[config.mk]
export PLATFORM = sky130hd
export DESIGN_NAME = itp_target
export DESIGN_NICKNAME = d
export VERILOG_FILES = /design/src/common/itp_pkg.sv /design/src/core/itp_target.sv
export SDC_FILE = /design/constraint.sdc
export NUM_CORES = 1
export LEC_CHECK = 0
export BUFFER_PORTS_ARGS = -buffer_cell sky130_fd_sc_hd__buf_2
export CAP_MARGIN = 20
export CORE_ASPECT_RATIO = 1.75
export CORE_MARGIN = 2
export CORE_UTILIZATION = 63
export CTS_BUF_LIST = sky130_fd_sc_hd__clkbuf_2 sky130_fd_sc_hd__clkbuf_4 sky130_fd_sc_hd__clkbuf_8
export DETAILED_ROUTE_END_ITERATION = 7
export GPL_TIMING_DRIVEN = 0
export MAX_ROUTING_LAYER = met4
export PLACE_DENSITY = 0.82
export SETUP_SLACK_MARGIN = 0.4
export SLEW_MARGIN = 20
export SYNTH_ARGS = -nofsm -noshare
export SYNTH_HDL_FRONTEND = slang
export SYNTH_SLANG_ARGS = --single-unit
[constraint.sdc]
create_clock -name sys_clk_i -period 3 [get_ports sys_clk_i]
set_input_delay 0.45 -clock sys_clk_i [delete_from_list [all_inputs] [get_ports sys_clk_i]]
set_output_delay 0.45 -clock sys_clk_i [all_outputs]
set_load 0.01 [all_outputs]
[src/common/itp_pkg.sv]
// Constants shared by the register port target logic and its data FIFO.
// Assumes SCL and SDA arrive as raw pin levels from outside the clock domain.
package itp_pkg;
   // ==========================================================
   // Address selection
   // ==========================================================
   // Version of the part: selects how the target address is formed.
   localparam logic [1:0] ITP_VER_TWO_SEL = 2'h0;
   localparam logic [1:0] ITP_VER_ONE_SEL = 2'h1;
   localparam logic [1:0] ITP_VER_FIXED = 2'h2;
   // Resolved three-level codes of a selection input.
   localparam logic [1:0] ITP_SEL_FLOAT = 2'h0;
   localparam logic [1:0] ITP_SEL_GND = 2'h1;
   localparam logic [1:0] ITP_SEL_SUPPLY = 2'h2;
   // Fixed leading bits and fixed address.
   localparam logic [2:0] ITP_ADDR_PREFIX = 3'h5;
   localparam logic [4:0] ITP_ADDR_ONE_PREFIX = 5'h14;
   localparam logic [6:0] ITP_ADDR_FIXED = 7'h54;
   // ==========================================================
   // Bus framing
   // ==========================================================
   // Upper five bits of the high-speed master code.
   localparam logic [4:0] ITP_MCODE_TOP = 5'h01;
   localparam logic [2:0] ITP_LAST_BIT = 3'h7;
   localparam int ITP_FIFO_DEPTH = 16;
   localparam int ITP_DATA_W = 8;
   // Bench link clock period, in ns, for reference by timing checks.
   localparam int ITP_LINK_PERIOD_NS = 125;
endpackage

[src/core/itp_target.sv]
// Serial target port with its write-data FIFO, both in this file.
// Assumes a pulled-up bus, a resolved address selection and a 200 MHz sys_clk_i.
`timescale 1ns/100ps

// ==========================================================
// Write data FIFO
// ==========================================================
module itp_fifo #(
   parameter int WIDTH = 8,
   parameter int DEPTH = 16
) (
   // Clock and reset.
   input wire logic sys_clk_i,
   input wire logic reset_n_i,
   // Filling side.
   input wire logic in_valid_i,
   output logic in_ready_o,
   input wire logic [WIDTH-1:0] in_data_i,
   // Draining side.
   output logic out_valid_o,
   input wire logic out_ready_i,
   output logic [WIDTH-1:0] out_data_o
);
   localparam int AW = $clog2(DEPTH);
   initial begin
      if (DEPTH < 2 || (1 << AW) != DEPTH) $error("FIFO depth must be a power of two");
   end
   logic [WIDTH-1:0] mem [DEPTH];
   logic [AW:0] wp_r;
   logic [AW:0] rp_r;
   logic full;
   logic empty;
   // Full when the pointers differ only in their wrap bit.
   assign full = (wp_r[AW] != rp_r[AW]) && (wp_r[AW-1:0] == rp_r[AW-1:0]);
   assign empty = (wp_r == rp_r);
   assign in_ready_o = !full;
   assign out_valid_o = !empty;
   assign out_data_o = mem[rp_r[AW-1:0]];
   // Pointers move on each accepted handshake.
   always_ff @(posedge sys_clk_i or negedge reset_n_i) begin
      if (!reset_n_i) begin
         wp_r <= '0;
         rp_r <= '0;
      end else begin
         if (in_valid_i && !full) wp_r <= wp_r + 1'b1;
         if (out_ready_i && !empty) rp_r <= rp_r + 1'b1;
      end
   end
   // Storage has no reset; only valid words are ever read.
   always_ff @(posedge sys_clk_i) begin
      if (in_valid_i && !full) mem[wp_r[AW-1:0]] <= in_data_i;
   end
endmodule

// ==========================================================
// Target port
// ==========================================================
// What this block does
// - A falling data line while clock high starts an address phase.
// - Seven address bits and a direction bit arrive, then the target acknowledges.
// - Acknowledge a matching address; ignore the rest after a mismatch.
// - Acknowledge pulls data low; not-acknowledge releases it.
// - First written byte after the address loads the register pointer.
// - Upper then lower data bytes are written, each acknowledged.
// - A read sends the upper byte of the pointed register at once.
// - Controller acknowledge continues upper, lower, upper; not-acknowledge ends sending.
// - Reads continue without limit while the controller acknowledges.
// - A repeated start begins a new address phase, keeping speed mode.
// - A rising data line while clock high ends the transaction; idle.
// - The master code after a start is not acknowledged.
// - High speed survives repeated starts and ends at a stop.
// - Two-input address is 101, high code, low code.
// - One-input address is 10100 followed by the low code.
// - Version without selection inputs answers one fixed address.
// - Data line is only driven low; a one releases it.
module itp_target
   import itp_pkg::*;
#(
   parameter logic [1:0] VERSION = itp_pkg::ITP_VER_TWO_SEL
) (
   // Clock and reset.
   input wire logic sys_clk_i,
   input wire logic reset_n_i,
   // Bus pins; data is open drain.
   input wire logic scl_i,
   input wire logic sda_i,
   output logic sda_o,
   output logic sda_oe_o,
   // Resolved address selection codes.
   input wire logic [1:0] addr_select_high_i,
   input wire logic [1:0] addr_select_low_i,
   // Register file side.
   output logic [7:0] pointer_o,
   output logic wr_valid_o,
   input wire logic wr_ready_i,
   output logic [7:0] wr_data_o,
   output logic wr_upper_o,
   input wire logic [15:0] rd_data_i,
   output logic rd_upper_o,
   // Status.
   output logic hs_mode_o,
   output logic busy_o
);
   import itp_pkg::*;

   typedef enum {ST_IDLE, ST_ADDR, ST_ADDR_ACK, ST_WR, ST_WR_ACK, ST_RD, ST_RD_ACK,
                 ST_MCODE_NACK} itp_state_e;

   typedef struct packed {
      logic [2:0] scl_s;
      logic [2:0] sda_s;
      logic scl_q;
      logic sda_q;
      itp_state_e st;
      logic [7:0] sh;
      logic [2:0] cnt;
      logic byte_done;
      logic is_rd;
      logic got_ptr;
      logic upper;
      logic hs;
      logic [6:0] addr;
      logic addr_ok;
      logic [7:0] ptr;
      logic drv_low;
      logic wr_v;
      logic [7:0] wr_d;
      logic wr_up;
   } itp_s;

   itp_s cur_r;
   itp_s cur_nxt;
   logic scl_v;
   logic sda_v;
   logic scl_rise;
   logic scl_fall;
   logic start_c;
   logic stop_c;
   logic [7:0] fifo_data;
   logic fifo_ready;
   logic fifo_out_v;

   // Target address from the version and the selection codes.
   function automatic logic [6:0] itp_addr(input logic [1:0] hi, input logic [1:0] lo);
      case (VERSION)
         ITP_VER_TWO_SEL: itp_addr = {ITP_ADDR_PREFIX, hi, lo};
         ITP_VER_ONE_SEL: itp_addr = {ITP_ADDR_ONE_PREFIX, lo};
         default: itp_addr = ITP_ADDR_FIXED;
      endcase
   endfunction

   // Filtered levels: stages two and three must agree before a change counts.
   always_comb begin
      scl_v = (cur_r.scl_s[1] == cur_r.scl_s[2]) ? cur_r.scl_s[2] : cur_r.scl_q;
      sda_v = (cur_r.sda_s[1] == cur_r.sda_s[2]) ? cur_r.sda_s[2] : cur_r.sda_q;
      scl_rise = scl_v && !cur_r.scl_q;
      scl_fall = !scl_v && cur_r.scl_q;
      start_c = scl_v && cur_r.scl_q && cur_r.sda_q && !sda_v;
      stop_c = scl_v && cur_r.scl_q && !cur_r.sda_q && sda_v;
   end

   // Protocol engine.
   always_comb begin
      cur_nxt = cur_r;
      cur_nxt.scl_s = {cur_r.scl_s[1:0], scl_i};
      cur_nxt.sda_s = {cur_r.sda_s[1:0], sda_i};
      cur_nxt.scl_q = scl_v;
      cur_nxt.sda_q = sda_v;
      cur_nxt.wr_v = cur_r.wr_v && !fifo_ready;
      if (!cur_r.addr_ok) begin
         cur_nxt.addr = itp_addr(addr_select_high_i, addr_select_low_i);
         cur_nxt.addr_ok = 1'b1;
      end
      if (stop_c) begin
         cur_nxt.st = ST_IDLE;
         cur_nxt.hs = 1'b0;
         cur_nxt.drv_low = 1'b0;
      end else if (start_c) begin
         cur_nxt.st = ST_ADDR;
         cur_nxt.cnt = 3'h0;
         cur_nxt.byte_done = 1'b0;
         cur_nxt.drv_low = 1'b0;
      end else begin
         case (cur_r.st)
            ST_IDLE: begin
               cur_nxt.drv_low = 1'b0;
            end
            ST_ADDR: begin
               if (scl_rise) begin
                  cur_nxt.sh = {cur_r.sh[6:0], sda_v};
                  cur_nxt.cnt = cur_r.cnt + 3'h1;
                  cur_nxt.byte_done = (cur_r.cnt == ITP_LAST_BIT);
               end
               // The fall right after a start carries no bit, so wait for a whole byte.
               if (scl_fall && cur_r.byte_done) begin
                  cur_nxt.byte_done = 1'b0;
                  if (cur_r.sh[7:3] == ITP_MCODE_TOP) begin
                     cur_nxt.st = ST_MCODE_NACK;
                  end else if (cur_r.sh[7:1] == cur_r.addr) begin
                     cur_nxt.st = ST_ADDR_ACK;
                     cur_nxt.is_rd = cur_r.sh[0];
                     cur_nxt.drv_low = 1'b1;
                     cur_nxt.got_ptr = 1'b0;
                     cur_nxt.upper = 1'b1;
                  end else begin
                     cur_nxt.st = ST_IDLE;
                  end
               end
            end
            ST_MCODE_NACK: begin
               // Stay released through the acknowledge clock, then wait for the restart.
               if (scl_rise) begin
                  cur_nxt.hs = 1'b1;
                  cur_nxt.st = ST_IDLE;
               end
            end
            ST_ADDR_ACK, ST_WR_ACK: begin
               if (scl_fall) begin
                  cur_nxt.cnt = 3'h0;
                  if (cur_r.is_rd) begin
                     cur_nxt.st = ST_RD;
                     cur_nxt.sh = cur_r.upper ? rd_data_i[15:8] : rd_data_i[7:0];
                     cur_nxt.drv_low = cur_r.upper ? !rd_data_i[15] : !rd_data_i[7];
                  end else begin
                     cur_nxt.st = ST_WR;
                     cur_nxt.drv_low = 1'b0;
                  end
               end
            end
            ST_WR: begin
               if (scl_rise) begin
                  cur_nxt.sh = {cur_r.sh[6:0], sda_v};
                  cur_nxt.cnt = cur_r.cnt + 3'h1;
                  cur_nxt.byte_done = (cur_r.cnt == ITP_LAST_BIT);
               end
               if (scl_fall && cur_r.byte_done) begin
                  cur_nxt.byte_done = 1'b0;
                  cur_nxt.st = ST_WR_ACK;
                  cur_nxt.drv_low = 1'b1;
                  if (!cur_r.got_ptr) begin
                     cur_nxt.ptr = cur_r.sh;
                     cur_nxt.got_ptr = 1'b1;
                  end else begin
                     cur_nxt.wr_v = 1'b1;
                     cur_nxt.wr_d = cur_r.sh;
                     cur_nxt.wr_up = cur_r.upper;
                     cur_nxt.upper = !cur_r.upper;
                  end
               end
            end
            ST_RD: begin
               if (scl_fall) begin
                  cur_nxt.cnt = cur_r.cnt + 3'h1;
                  cur_nxt.sh = {cur_r.sh[6:0], 1'b0};
                  if (cur_r.cnt == ITP_LAST_BIT) begin
                     cur_nxt.st = ST_RD_ACK;
                     cur_nxt.drv_low = 1'b0;
                  end else begin
                     cur_nxt.drv_low = !cur_r.sh[6];
                  end
               end
            end
            ST_RD_ACK: begin
               if (scl_rise) begin
                  if (sda_v) begin
                     cur_nxt.st = ST_IDLE;
                  end else begin
                     cur_nxt.upper = !cur_r.upper;
                     cur_nxt.st = ST_WR_ACK;
                  end
               end
            end
            default: cur_nxt.st = ST_IDLE;
         endcase
      end
   end

   // State register.
   always_ff @(posedge sys_clk_i or negedge reset_n_i) begin
      if (!reset_n_i) begin
         cur_r <= '{scl_s: 3'h7, sda_s: 3'h7, scl_q: 1'b1, sda_q: 1'b1, st: ST_IDLE,
                    upper: 1'b1, default: '0};
      end else begin
         cur_r <= cur_nxt;
      end
   end

   itp_fifo #(.WIDTH(ITP_DATA_W), .DEPTH(ITP_FIFO_DEPTH)) u_fifo (
      .sys_clk_i(sys_clk_i),
      .reset_n_i(reset_n_i),
      .in_valid_i(cur_r.wr_v),
      .in_ready_o(fifo_ready),
      .in_data_i({cur_r.wr_d[7:1], cur_r.wr_d[0]}),
      .out_valid_o(fifo_out_v),
      .out_ready_i(!wr_valid_o || wr_ready_i),
      .out_data_o(fifo_data)
   );

   // Registered outputs.
   always_ff @(posedge sys_clk_i or negedge reset_n_i) begin
      if (!reset_n_i) begin
         sda_o <= 1'b0;
         sda_oe_o <= 1'b0;
         pointer_o <= 8'h00;
         wr_valid_o <= 1'b0;
         wr_data_o <= 8'h00;
         wr_upper_o <= 1'b0;
         rd_upper_o <= 1'b1;
         hs_mode_o <= 1'b0;
         busy_o <= 1'b0;
      end else begin
         sda_o <= 1'b0;
         sda_oe_o <= cur_nxt.drv_low;
         pointer_o <= cur_nxt.ptr;
         // Output stage refills whenever it is empty or its word is taken.
         if (!wr_valid_o || wr_ready_i) begin
            wr_valid_o <= fifo_out_v;
            wr_data_o <= fifo_data;
         end
         wr_upper_o <= cur_nxt.upper;
         rd_upper_o <= cur_nxt.upper;
         hs_mode_o <= cur_nxt.hs;
         busy_o <= (cur_nxt.st != ST_IDLE);
      end
   end

   // Checks.
   a_nack_mcode: assert property (@(posedge sys_clk_i) disable iff (!reset_n_i)
      cur_r.st == ST_MCODE_NACK |-> !cur_r.drv_low) else $error("master code driven");
   a_stop_idle: assert property (@(posedge sys_clk_i) disable iff (!reset_n_i)
      stop_c |=> cur_r.st == ST_IDLE && !cur_r.hs) else $error("stop not idle");
   a_start_addr: assert property (@(posedge sys_clk_i) disable iff (!reset_n_i)
      start_c && !stop_c |=> cur_r.st == ST_ADDR) else $error("start missed");
   a_ack_low: assert property (@(posedge sys_clk_i) disable iff (!reset_n_i)
      cur_r.st == ST_ADDR_ACK |-> cur_r.drv_low) else $error("ack not driven");
   a_out_low: assert property (@(posedge sys_clk_i) disable iff (!reset_n_i)
      !sda_o) else $error("data driven high");
   a_drive_change: assert property (@(posedge sys_clk_i) disable iff (!reset_n_i)
      $changed(cur_r.drv_low) && cur_r.st != ST_IDLE |-> !cur_r.scl_q)
      else $error("drive changed with clock high");
   a_hs_keep: assert property (@(posedge sys_clk_i) disable iff (!reset_n_i)
      cur_r.hs && start_c && !stop_c |=> cur_r.hs) else $error("hs lost");
   a_ptr_load: assert property (@(posedge sys_clk_i) disable iff (!reset_n_i)
      cur_r.st == ST_WR && !cur_r.got_ptr && scl_fall && cur_r.byte_done && !start_c &&
      !stop_c |=> cur_r.ptr == $past(cur_r.sh)) else $error("pointer not loaded");
   c_read: cover property (@(posedge sys_clk_i) cur_r.st == ST_RD_ACK);
   c_write: cover property (@(posedge sys_clk_i) cur_r.wr_v);
   c_hs: cover property (@(posedge sys_clk_i) cur_r.hs);
endmodule

==> results of run 1 <==
==> cells in the final DEF (no fill, tap or decap), types with 7 or more instances in the layout <==
cell / count
a21oi_1: 15
buf_2: 50
buf_4: 12
clkbuf_1: 10
clkbuf_4: 9
clkbuf_8: 32
conb_1: 31
dfrtp_1: 92
dfstp_2: 9
edfxtp_1: 128
ha_1: 7
inv_1: 8
mux2_2: 28
mux2i_1: 8
mux4_2: 40
nand2_1: 29
nand2b_1: 10
nor2_1: 27
nor2_4: 11
nor4_1: 8
o21ai_0: 17
xnor2_1: 9
xor2_1: 9
==> area by class of cell <==
class                   count  area share (%)
plain buffers              33           1.775
clock buffers              41           4.772
clock inverters            11          0.7052
inverters                   8          0.2821
multi-input cells         321           26.81
flip-flops and latches    229           59.96
well taps                 180           2.116
repair buffers             55           3.585
==> stage by stage <==
stage / hold WS (ps) / cells / power, mW
finish: 139.2 / 878 / 6.532
global route: 139.4 / 878 / 6.769
CTS: 111.6 / 874 / 6.551
detailed placement: 347.8 / 819 / 4.335
global placement: 346.5 / 817 / 4.290
floorplan: 154.4 / 591 / 4.102
==> cell families after synthesis <==
group | after synthesis
compound gates | 65
xor+xnor | 18
fa+ha+maj | 7
buf+inv | 41
flops | 229
mux | 79
other cells | 2
simple gates | 121
==> registers in the layout, summed over array words and instances (netlist names) <==
signal,count
u_fifo.wp_r,5
hs_mode_o,1
cur_r,65
pointer_o,8
cur_nxt,4
u_fifo.rp_r,5
busy_o,1
wr_data_o,8
sda_oe_o,1
rd_upper_o,1
u_fifo.mem,128
wr_upper_o,1
wr_valid_o,1
==> per-layer routing <==
layer / vias to the layer above / global-route usage (%) / part of all wire, %
met1: 2656 / 26.68 / 33
li1: 2331 / - / -
met4: 0 / 11.75 / 4.4
met2: 247 / 46.57 / 58
met5: - / - / 0
met3: 61 / 3.028 / 5.3
==> where the power goes <==
part | switching, mW | internal [mW] | leakage [nW]
clock | 1.05 | 1.18 | 0.315
sequential | 0.0524 | 3.38 | 2.08
combinational | 0.505 | 0.369 | 1.29
==> timing repair <==
item                       CTS  global route
gates resized for setup     13            17
setup buffers                0             4
pin swaps                    0             3
setup endpoints to repair  129           138
hold endpoints to repair    31             0
hold buffers                 3             0
==> worst paths after layout <==
check / startpoint / to / slack, ps / cells past startpoint
min in group asynchronous: reset_n_i / wr_data_o[5] / 360 / 2
min reg2reg: cur_nxt[78] / cur_nxt[79] / 360 / 0
max reg2reg: u_fifo.rp_r[0] / u_fifo.mem[13][1] / 350 / 7
max in group asynchronous: reset_n_i / rd_upper_o / 1950 / 3
max: u_fifo.rp_r[0] / u_fifo.mem[13][1] / 350 / 7
min: addr_select_high_i[0] / cur_r[22] / 140 / 2
==> results.py, run 1 <==
metrics = {
    "run_status": {
        "run_status": "finished, final reports clean",
    },
    "clock_tree": {
        "cts_tree": "built",
        "worstSkewPairLatency_ps": 550,
        "cts_root_buffer": "clkbuf_8",
        "cts_h_tree_depth": 1,
        "cts.sinks": 229,
        "clkTransAtPathRegs_ps": 70,
        "cts_made_buffers": 29,
        "cts-root-to-sink-buffers": 3,
    },
    "timing": {
        "achievable-frequency_mhz": 377.1,
        "setup_viol": 0,
        "finalCriticalPeriod_ps": 2652,
        "final_hold_viol_count": 0,
        "maxSlewHeadroom_pct": 40.01,
        "report.final.slew_viol_count": 0,
        "setup_tns_ps": 0,
        "layout_setup_ws_ps": 348.4,
        "clock_skew_ps": 21.04,
        "final_min_period_over_clock_period_pct": 88.39,
        "unrepaired_setup_endpoints_after_global_routing": "yes",
        "timing_worst_slew_pin_value_ps": 891.6,
    },
    "placed_design": {
        "finalWeightedCongestion": 0.9500,
        "placement.setup.worst_slack_ps": 249.1,
        "place.detailed.hpwl_um": 13220,
        "place_area_mm2": 0.009844,
        "numPortBuffers": 46,
    },
    "synthesis": {
        "top_flip_flop_cell_by_instance_count_after_synthesis": "edfxtp_1",
        "synth_async_sr_flop_share_pct": 44.10,
        "synth_xor_xnor_area_share_pct": 1.710,
        "synth_area_leaders": "edfxtp_1, dfrtp_1, mux4_2",
        "avgSynthCellArea_um2": 16.40,
        "synth_cell_type_count": 57,
        "synthCells": 562,
        "synth-compound-area-share_pct": 4.615,
        "yosys.area_share.adder_pct": 0.9501,
        "synth.area.mux_share_pct": 14.43,
        "synth_sequential_area_ratio_pct": 69.23,
        "flops_latches_synth": 229,
        "cell_area_after_synthesis_mm2": 0.009219,
        "synth-edff-count": 128,
        "yosys_warnings": 0,
        "yosys.cell_count.top_type": "edfxtp_1",
        "synth_top_area_cell": "edfxtp_1",
        "yosysTopAreaCellShare_pct": 41.69,
        "main_combinational_cell_family_by_area_after_synthesis": "multiplexers",
        "synth.top_cells.by_count": "edfxtp_1, dfrtp_1, mux4_2",
        "synthSimpleGateAreaFrac_pct": 6.650,
    },
    "finish": {
        "fill_cells": 867,
        "storage_element_area_mm2": 0.006382,
        "multiInputGateArea_mm2": 0.002854,
        "antenna_cells_inserted": 0,
        "post-route-util_pct": 74.09,
        "area_delta_synth_final_pct": 15.47,
        "layout.nets": 709,
        "stdcell_area_mm2": 0.01065,
        "share_of_final_layout_standard_cells_stronger_than_drive_strength_1_pct": 31.52,
    },
    "worst_setup_path": {
        "timing.critical_path.slowest_stage_cell": "nor2_2",
        "timing.setup.critical_path_class": "reg2reg",
        "critPathLaunchType": "register",
        "critical_path_peak_fanout": 10,
        "path_cells": "buf_6, buf_6, xor2_1, nor4_1, a21boi_2, nand2_1, nor2_2",
        "crit_path_frequent_cell": "buf_6",
        "cpPeakStageDelay_ps": 490,
        "cp_top_family": "simple AND/OR/NAND/NOR gates",
        "critical_path.n_buffers_inverters": 2,
        "worstSetupEndpointType": "register",
        "timing.critical_path.required_ps": 3180,
        "cp_data_arrival_time_ps": 2830,
    },
    "power_and_ir_drop": {
        "power_per_cell_area_mw_per_mm2": 613.6,
        "leakagePower_nw": 3.684,
        "peakVddDrop_mv": 0.4189,
    },
    "global_route": {
        "grt_first_pass_wirelength_um": 28680,
        "grt.total_usage_pct": 25.42,
        "total_congestion_overflow_after_global_routing": 0,
        "number_of_antenna_violations_at_the_first_check_in_global_routing": 0,
        "grt_start_max_net_pins": 73,
        "grt_pass1_vias": 5477,
    },
    "floorplan": {
        "chip_height_um": 164.0,
        "floorplan.io_pins": 48,
        "design.core.area_mm2": 0.01437,
        "die_area_mm2": 0.01565,
        "std_cell_rows": 58,
        "die_w_um": 95.44,
        "starting_utilization_of_the_core_area_pct": 64.16,
    },
    "routing": {
        "drt_drc_violations_left": 0,
        "routed-via-count": 5295,
        "first_iter_violations": 374,
        "drt-pass1-iter-count": 5,
        "drt_wl_total_um": 19130,
        "ant_nets": 0,
        "vias_per_cell": 6.031,
        "routedWlPerCell_um": 21.78,
    },
    "flow_run": {
        "drv.max_cap_violation_count": 0,
    },
    "worst_hold_path": {
        "hp-class": "in2reg",
    },
}
(Power assumes the default switching activity.)
==> run 2, diff against run 1 <==
--- a/config.mk
+++ b/config.mk
@@ -11,4 +11,3 @@
 export CORE_MARGIN = 2
-export CORE_UTILIZATION = 63
-export CTS_BUF_LIST = sky130_fd_sc_hd__clkbuf_2 sky130_fd_sc_hd__clkbuf_4 sky130_fd_sc_hd__clkbuf_8
+export CORE_UTILIZATION = 61
 export DETAILED_ROUTE_END_ITERATION = 7
@@ -16,3 +15,3 @@
 export MAX_ROUTING_LAYER = met4
-export PLACE_DENSITY = 0.82
+export PLACE_DENSITY = 0.79
 export SETUP_SLACK_MARGIN = 0.4
==> constraint.sdc (replaced) <==
create_clock -name sys_clk_i -period 3 [get_ports sys_clk_i]
set_input_delay 0.6 -clock sys_clk_i [delete_from_list [all_inputs] [get_ports sys_clk_i]]
set_output_delay 0.6 -clock sys_clk_i [all_outputs]
set_load 0.01 [all_outputs]
==> run 2 against run 1 <==
- combinational power down 2.9%
- cell count down 0.91%
- critical path type unchanged
- register-to-register slack got worse by 40 ps
- sequential share of layout area is 0.95 points lower
- first-iteration DRC count is 24% lower
- clock power grew 18%
- count of clock-buffer cells in the layout is 10 lower
- flip-flop and latch count stayed put
- largest power group unchanged
==> results.py, run 2 (synthesized netlist as in run 1, its figures left out) <==
metrics = {
    "global_route": {
        "grt_pass1_vias": 5511,
        "number_of_antenna_violations_at_the_first_check_in_global_routing": 0,
        "grt.total_usage_pct": 24.28,
        "grt_first_pass_wirelength_um": 29250,
        "total_congestion_overflow_after_global_routing": 0,
        "grt_start_max_net_pins": 74,
    },
    "clock_tree": {
        "cts_h_tree_depth": 1,
        "cts.sinks": 229,
        "cts_tree": "built",
        "cts-root-to-sink-buffers": 3,
        "worstSkewPairLatency_ps": 490,
        "cts_made_buffers": 20,
        "clkTransAtPathRegs_ps": 60,
        "cts_root_buffer": "clkbuf_16",
    },
    "worst_setup_path": {
        "timing.setup.critical_path_class": "reg2reg",
        "critPathLaunchType": "register",
        "cp_top_family": "simple AND/OR/NAND/NOR gates",
        "timing.critical_path.slowest_stage_cell": "nor2_2",
        "critical_path.n_buffers_inverters": 2,
        "cp_data_arrival_time_ps": 2810,
        "crit_path_frequent_cell": "buf_6",
        "critical_path_peak_fanout": 10,
        "worstSetupEndpointType": "register",
        "path_cells": "buf_6, buf_6, xor2_1, nor4_1, a21boi_2, nand2_1, nor2_2",
        "cpPeakStageDelay_ps": 530,
        "timing.critical_path.required_ps": 3120,
    },
    "floorplan": {
        "floorplan.io_pins": 48,
        "starting_utilization_of_the_core_area_pct": 62.13,
        "die_w_um": 96.93,
        "design.core.area_mm2": 0.01484,
        "die_area_mm2": 0.01615,
        "std_cell_rows": 59,
        "chip_height_um": 166.6,
    },
    "finish": {
        "largest_register_ffs": 128,
        "antenna_cells_inserted": 0,
        "area_delta_synth_final_pct": 17.33,
        "post_layout_nonfiller_instances": 870,
        "share_of_final_layout_standard_cells_stronger_than_drive_strength_1_pct": 30.71,
        "layout.nets": 705,
        "layout_commonest_cell": "edfxtp_1",
        "layout.cells.most_common_list": "edfxtp_1, dfrtp_1, buf_2",
        "post-route-util_pct": 72.90,
    },
    "placed_design": {
        "numPortBuffers": 46,
        "place.detailed.hpwl_um": 12810,
        "placedCellCount": 821,
        "finalWeightedCongestion": 0.8835,
    },
    "timing": {
        "hold-worst-slack_ps": 210.4,
        "report.final.slew_viol_count": 0,
        "achievable-frequency_mhz": 371.8,
        "final_min_period_over_clock_period_pct": 89.64,
        "finalCriticalPeriod_ps": 2689,
        "clock_skew_ps": 14.42,
        "timing_worst_slew_pin_value_ps": 796.9,
        "setup_viol": 0,
        "setup_tns_ps": 0,
        "maxSlewHeadroom_pct": 46.39,
        "unrepaired_setup_endpoints_after_global_routing": "yes",
        "final_hold_viol_count": 0,
    },
    "worst_hold_path": {
        "hp-class": "in2reg",
    },
    "routing": {
        "drt-pass1-iter-count": 4,
        "routedWlPerCell_um": 21.36,
        "drt_drc_violations_left": 0,
        "drt_wl_total_um": 18580,
        "ant_nets": 0,
        "vias_per_cell": 5.977,
        "first_iter_violations": 283,
        "routed-via-count": 5200,
    },
    "power_and_ir_drop": {
        "p_clk_share_pct": 38.1,
        "peakVddDrop_mv": 0.4952,
        "power_per_cell_area_mw_per_mm2": 638.0,
        "switching_share_pct": 23.00,
        "leakagePower_nw": 3.742,
        "p_int_mw": 5.313,
        "total_switching_power_mw": 1.587,
        "combinationalPowerShare_pct": 12.3,
        "sequentialPowerShare_pct": 49.7,
    },
    "flow_run": {
        "drv.max_cap_violation_count": 0,
    },
    "run_status": {
        "run_status": "finished, final reports clean",
    },
}
run 2: cell types whose count changed in the layout (fill, tap and decap cells not counted), sizes merged:
cell and change:
dlygate4sd3 -2, buf +5, clkbuf -9, clkinv -6, nor2 +1
run 2: per-layer routing:
metal | vias up | GRT usage [%] | wire (µm)
met3 | 56 | 3.189 | 760
met1 | 2642 | 25.21 | 6386
met5 | - | - | 0
met4 | 0 | 12.49 | 836
li1 | 2320 | - | -
met2 | 182 | 44.35 | 10600
run 2: layout make-up:
| type | count | area, µm² |
|---|---|---|
| well taps | 183 | 229.0 |
| clock inverters | 5 | 48.80 |
| repair buffers | 59 | 444.2 |
| multi-input cells | 322 | 2846 |
| clock buffers | 31 | 646.9 |
| inverters | 8 | 30.03 |
| fillers | 912 | 4021 |
| plain buffers | 33 | 188.9 |
| flip-flops and latches | 229 | 6382 |
run 2: final timing paths:
| kind | startpoint | cells after the start | slack (ps) | to |
|---|---|---|---|---|
| hold / removal | sda_i | 1 | 210 | cur_nxt[78] |
| min in group asynchronous | reset_n_i | 2 | 550 | wr_data_o[6] |
| setup / recovery | u_fifo.rp_r[0] | 7 | 310 | u_fifo.mem[8][7] |
| max in group asynchronous | reset_n_i | 3 | 1780 | cur_r[79] |
| hold reg to reg | cur_nxt[81] | 0 | 360 | cur_nxt[82] |
| setup reg to reg | u_fifo.rp_r[0] | 7 | 310 | u_fifo.mem[8][7] |
run 2: power groups by stage:
stage | registers [mW] | logic (mW) | clock network [mW]
floorplan | 3.48 | 0.627 | 0
global placement | 3.48 | 0.809 | 0
detailed placement | 3.49 | 0.840 | 0
CTS | 3.43 | 0.847 | 2.70
global route | 3.43 | 0.926 | 2.84
finish | 3.43 | 0.848 | 2.63
run 2: timing repair:
action                                  CTS  global route
buffers inserted                          0            11
gates resized for setup                  15            12
pin swaps                                 0             6
gates cloned                              0             1
endpoints found under the setup margin  141           145
hold endpoints to repair                 28             0
hold buffers                              1             0
run 2: stage by stage:
step                setup WS, ps  power [mW]  instance area, µm²
finish                     310.7       6.901               10820
global route               123.7       7.193               10820
CTS                        169.5       6.970               10600
detailed placement         212.6       4.329                9841
global placement          -61.60       4.290                9787
floorplan                  621.0       4.102                9328
==> run 3, diff against run 2 <==
Settings changed: CORE_MARGIN 2 to 10, CORE_UTILIZATION 61 to 63, CTS_BUF_LIST from default to sky130_fd_sc_hd__clkbuf_4 sky130_fd_sc_hd__clkbuf_8, PLACE_DENSITY 0.79 to 0.82.
==> run 3 against run 2 <==
- clock power fell by 2%
- sequential share of layout area rose by 0.38 points
- setup slack improved by 62 ps
- register-to-register slack improved by 60 ps
- first-iteration DRC count rose by 16%
- cell count rose by 2.0%
- count of clock-buffer cells in the layout rose by 20
- die area rose by 24%
- largest power group unchanged
- via count rose by 0.35%
==> results.py, run 3 (synthesized netlist as in run 1, its figures left out) <==
metrics = {
    "global_route": {
        "grt.total_usage_pct": 19.47,
        "grt_pass1_vias": 5723,
        "number_of_antenna_violations_at_the_first_check_in_global_routing": 0,
        "grt_start_max_net_pins": 76,
        "grt_first_pass_wirelength_um": 30330,
        "total_congestion_overflow_after_global_routing": 0,
    },
    "run_status": {
        "run_status": "finished, final reports clean",
    },
    "worst_setup_path": {
        "cp_top_family": "simple AND/OR/NAND/NOR gates",
        "worstSetupEndpointType": "register",
        "timing.critical_path.slowest_stage_cell": "nor2_2",
        "timing.setup.critical_path_class": "reg2reg",
        "cpPeakStageDelay_ps": 510,
        "crit_path_frequent_cell": "buf_6",
        "critPathLaunchType": "register",
        "critical_path_peak_fanout": 10,
        "cp_data_arrival_time_ps": 2750,
        "timing.critical_path.required_ps": 3130,
        "path_cells": "buf_6, buf_6, xor2_1, nor4_2, a21boi_2, nand2_1, nor2_2",
        "r2r-start": "u_fifo.rp_r[0]",
        "timing.critical_path.from": "u_fifo.rp_r[0]",
        "critical_path.n_buffers_inverters": 2,
    },
    "finish": {
        "storage_element_area_mm2": 0.006382,
        "post-route-util_pct": 74.80,
        "layout.cells.most_common_list": "edfxtp_1, dfrtp_1, buf_2",
        "fill_cells": 865,
        "antenna_cells_inserted": 0,
        "layout.nets": 713,
        "share_of_final_layout_standard_cells_stronger_than_drive_strength_1_pct": 32.53,
        "largest_register_ffs": 128,
        "multiInputGateArea_mm2": 0.002839,
        "area_delta_synth_final_pct": 16.59,
        "layout_commonest_cell": "edfxtp_1",
    },
    "placed_design": {
        "place.detailed.hpwl_um": 13850,
        "finalWeightedCongestion": 0.9034,
        "placement.setup.worst_slack_ps": 217.0,
        "numPortBuffers": 46,
    },
    "routing": {
        "drt_drc_violations_left": 0,
        "drt_wl_total_um": 19590,
        "drt-pass1-iter-count": 5,
        "routedWlPerCell_um": 22.09,
        "routed-via-count": 5218,
        "ant_nets": 0,
        "first_iter_violations": 328,
        "vias_per_cell": 5.883,
    },
    "floorplan": {
        "die_area_mm2": 0.02006,
        "die_w_um": 111.4,
        "design.core.area_mm2": 0.01437,
        "starting_utilization_of_the_core_area_pct": 64.16,
        "floorplan.io_pins": 48,
        "std_cell_rows": 58,
        "chip_height_um": 180.0,
    },
    "clock_tree": {
        "worstSkewPairLatency_ps": 500,
        "cts_root_buffer": "clkbuf_8",
        "clkTransAtPathRegs_ps": 70,
        "cts.sinks": 229,
        "cts_h_tree_depth": 2,
        "cts_made_buffers": 34,
        "cts-root-to-sink-buffers": 3,
        "cts_tree": "built",
    },
    "timing": {
        "setup_tns_ps": 0,
        "setup_viol": 0,
        "final_hold_viol_count": 0,
        "report.final.slew_viol_count": 0,
        "layout_setup_ws_ps": 372.4,
        "hold-worst-slack_ps": 205.5,
        "unrepaired_setup_endpoints_after_global_routing": "yes",
        "timing_worst_slew_pin_value_ps": 895.1,
        "clock_skew_ps": 16.15,
        "maxSlewHeadroom_pct": 39.78,
        "achievable-frequency_mhz": 380.6,
        "finalCriticalPeriod_ps": 2628,
        "final_min_period_over_clock_period_pct": 87.59,
    },
    "worst_hold_path": {
        "worst_hold_startpoint": "sda_i",
        "hp-class": "in2reg",
    },
    "power_and_ir_drop": {
        "leakagePower_nw": 3.752,
        "p_total_mw": 6.843,
        "power_per_cell_area_mw_per_mm2": 636.7,
        "peakVddDrop_mv": 0.4090,
    },
    "flow_run": {
        "drv.max_cap_violation_count": 0,
    },
}
-- run 3: what timing repair did --
| action | 4_1_cts | 5_1_grt |
|---|---|---|
| pin swaps | 0 | 5 |
| endpoints found under the setup margin | 112 | 131 |
| hold buffers | 1 | 0 |
| buffers inserted | 0 | 4 |
| gates cloned | 0 | 0 |
| endpoints found under the hold margin | 26 | 0 |
| resized for setup | 12 | 14 |
-- run 3: metal layers --
layer  up-vias  wire length, µm  GRT usage (%)
met1      2648             6627          19.56
met4         0              641          7.486
met3        49              827          2.733
met5         -                0              -
met2       183            11490          36.67
li1       2338                -              -
-- run 3: power breakdown --
part,internal (mW),switching [mW]
registers,3.38,0.0496
logic,0.366,0.484
clock network,1.45,1.11
total,5.20,1.65
-- run 3: worst register-to-register path, cell delays in order, from the launching register on --
cell and delay, ps:
dfrtp_1 380, buf_6 170, buf_6 210, xor2_1 260, nor4_2 110, a21boi_2 320
nand2_1 290, nor2_2 510
-- run 3: metrics by stage --
stage	instances	area, µm²
finish	887	10750
global route	887	10750
CTS	883	10610
detailed placement	820	9852
global placement	817	9783
floorplan	591	9328
-- run 3: worst paths after layout --
kind,endpoint,slack (ps),cells past startpoint
max,u_fifo.mem[10][1],370,7
min,cur_nxt[78],210,1
max reg2reg,u_fifo.mem[10][1],370,7
min reg2reg,cur_nxt[79],350,0
max in group asynchronous,rd_upper_o,1780,3
min in group asynchronous,wr_data_o[5],540,2
-- run 3: final cells by class --
cell class	count	share of cell area, %
multi-input combinational	321	26.41
clock buffer	51	5.949
timing repair buffer	54	3.434
clock inverter	11	0.6868
tap	180	2.095
sequential	229	59.38
inverter	8	0.2794
buffer	33	1.758
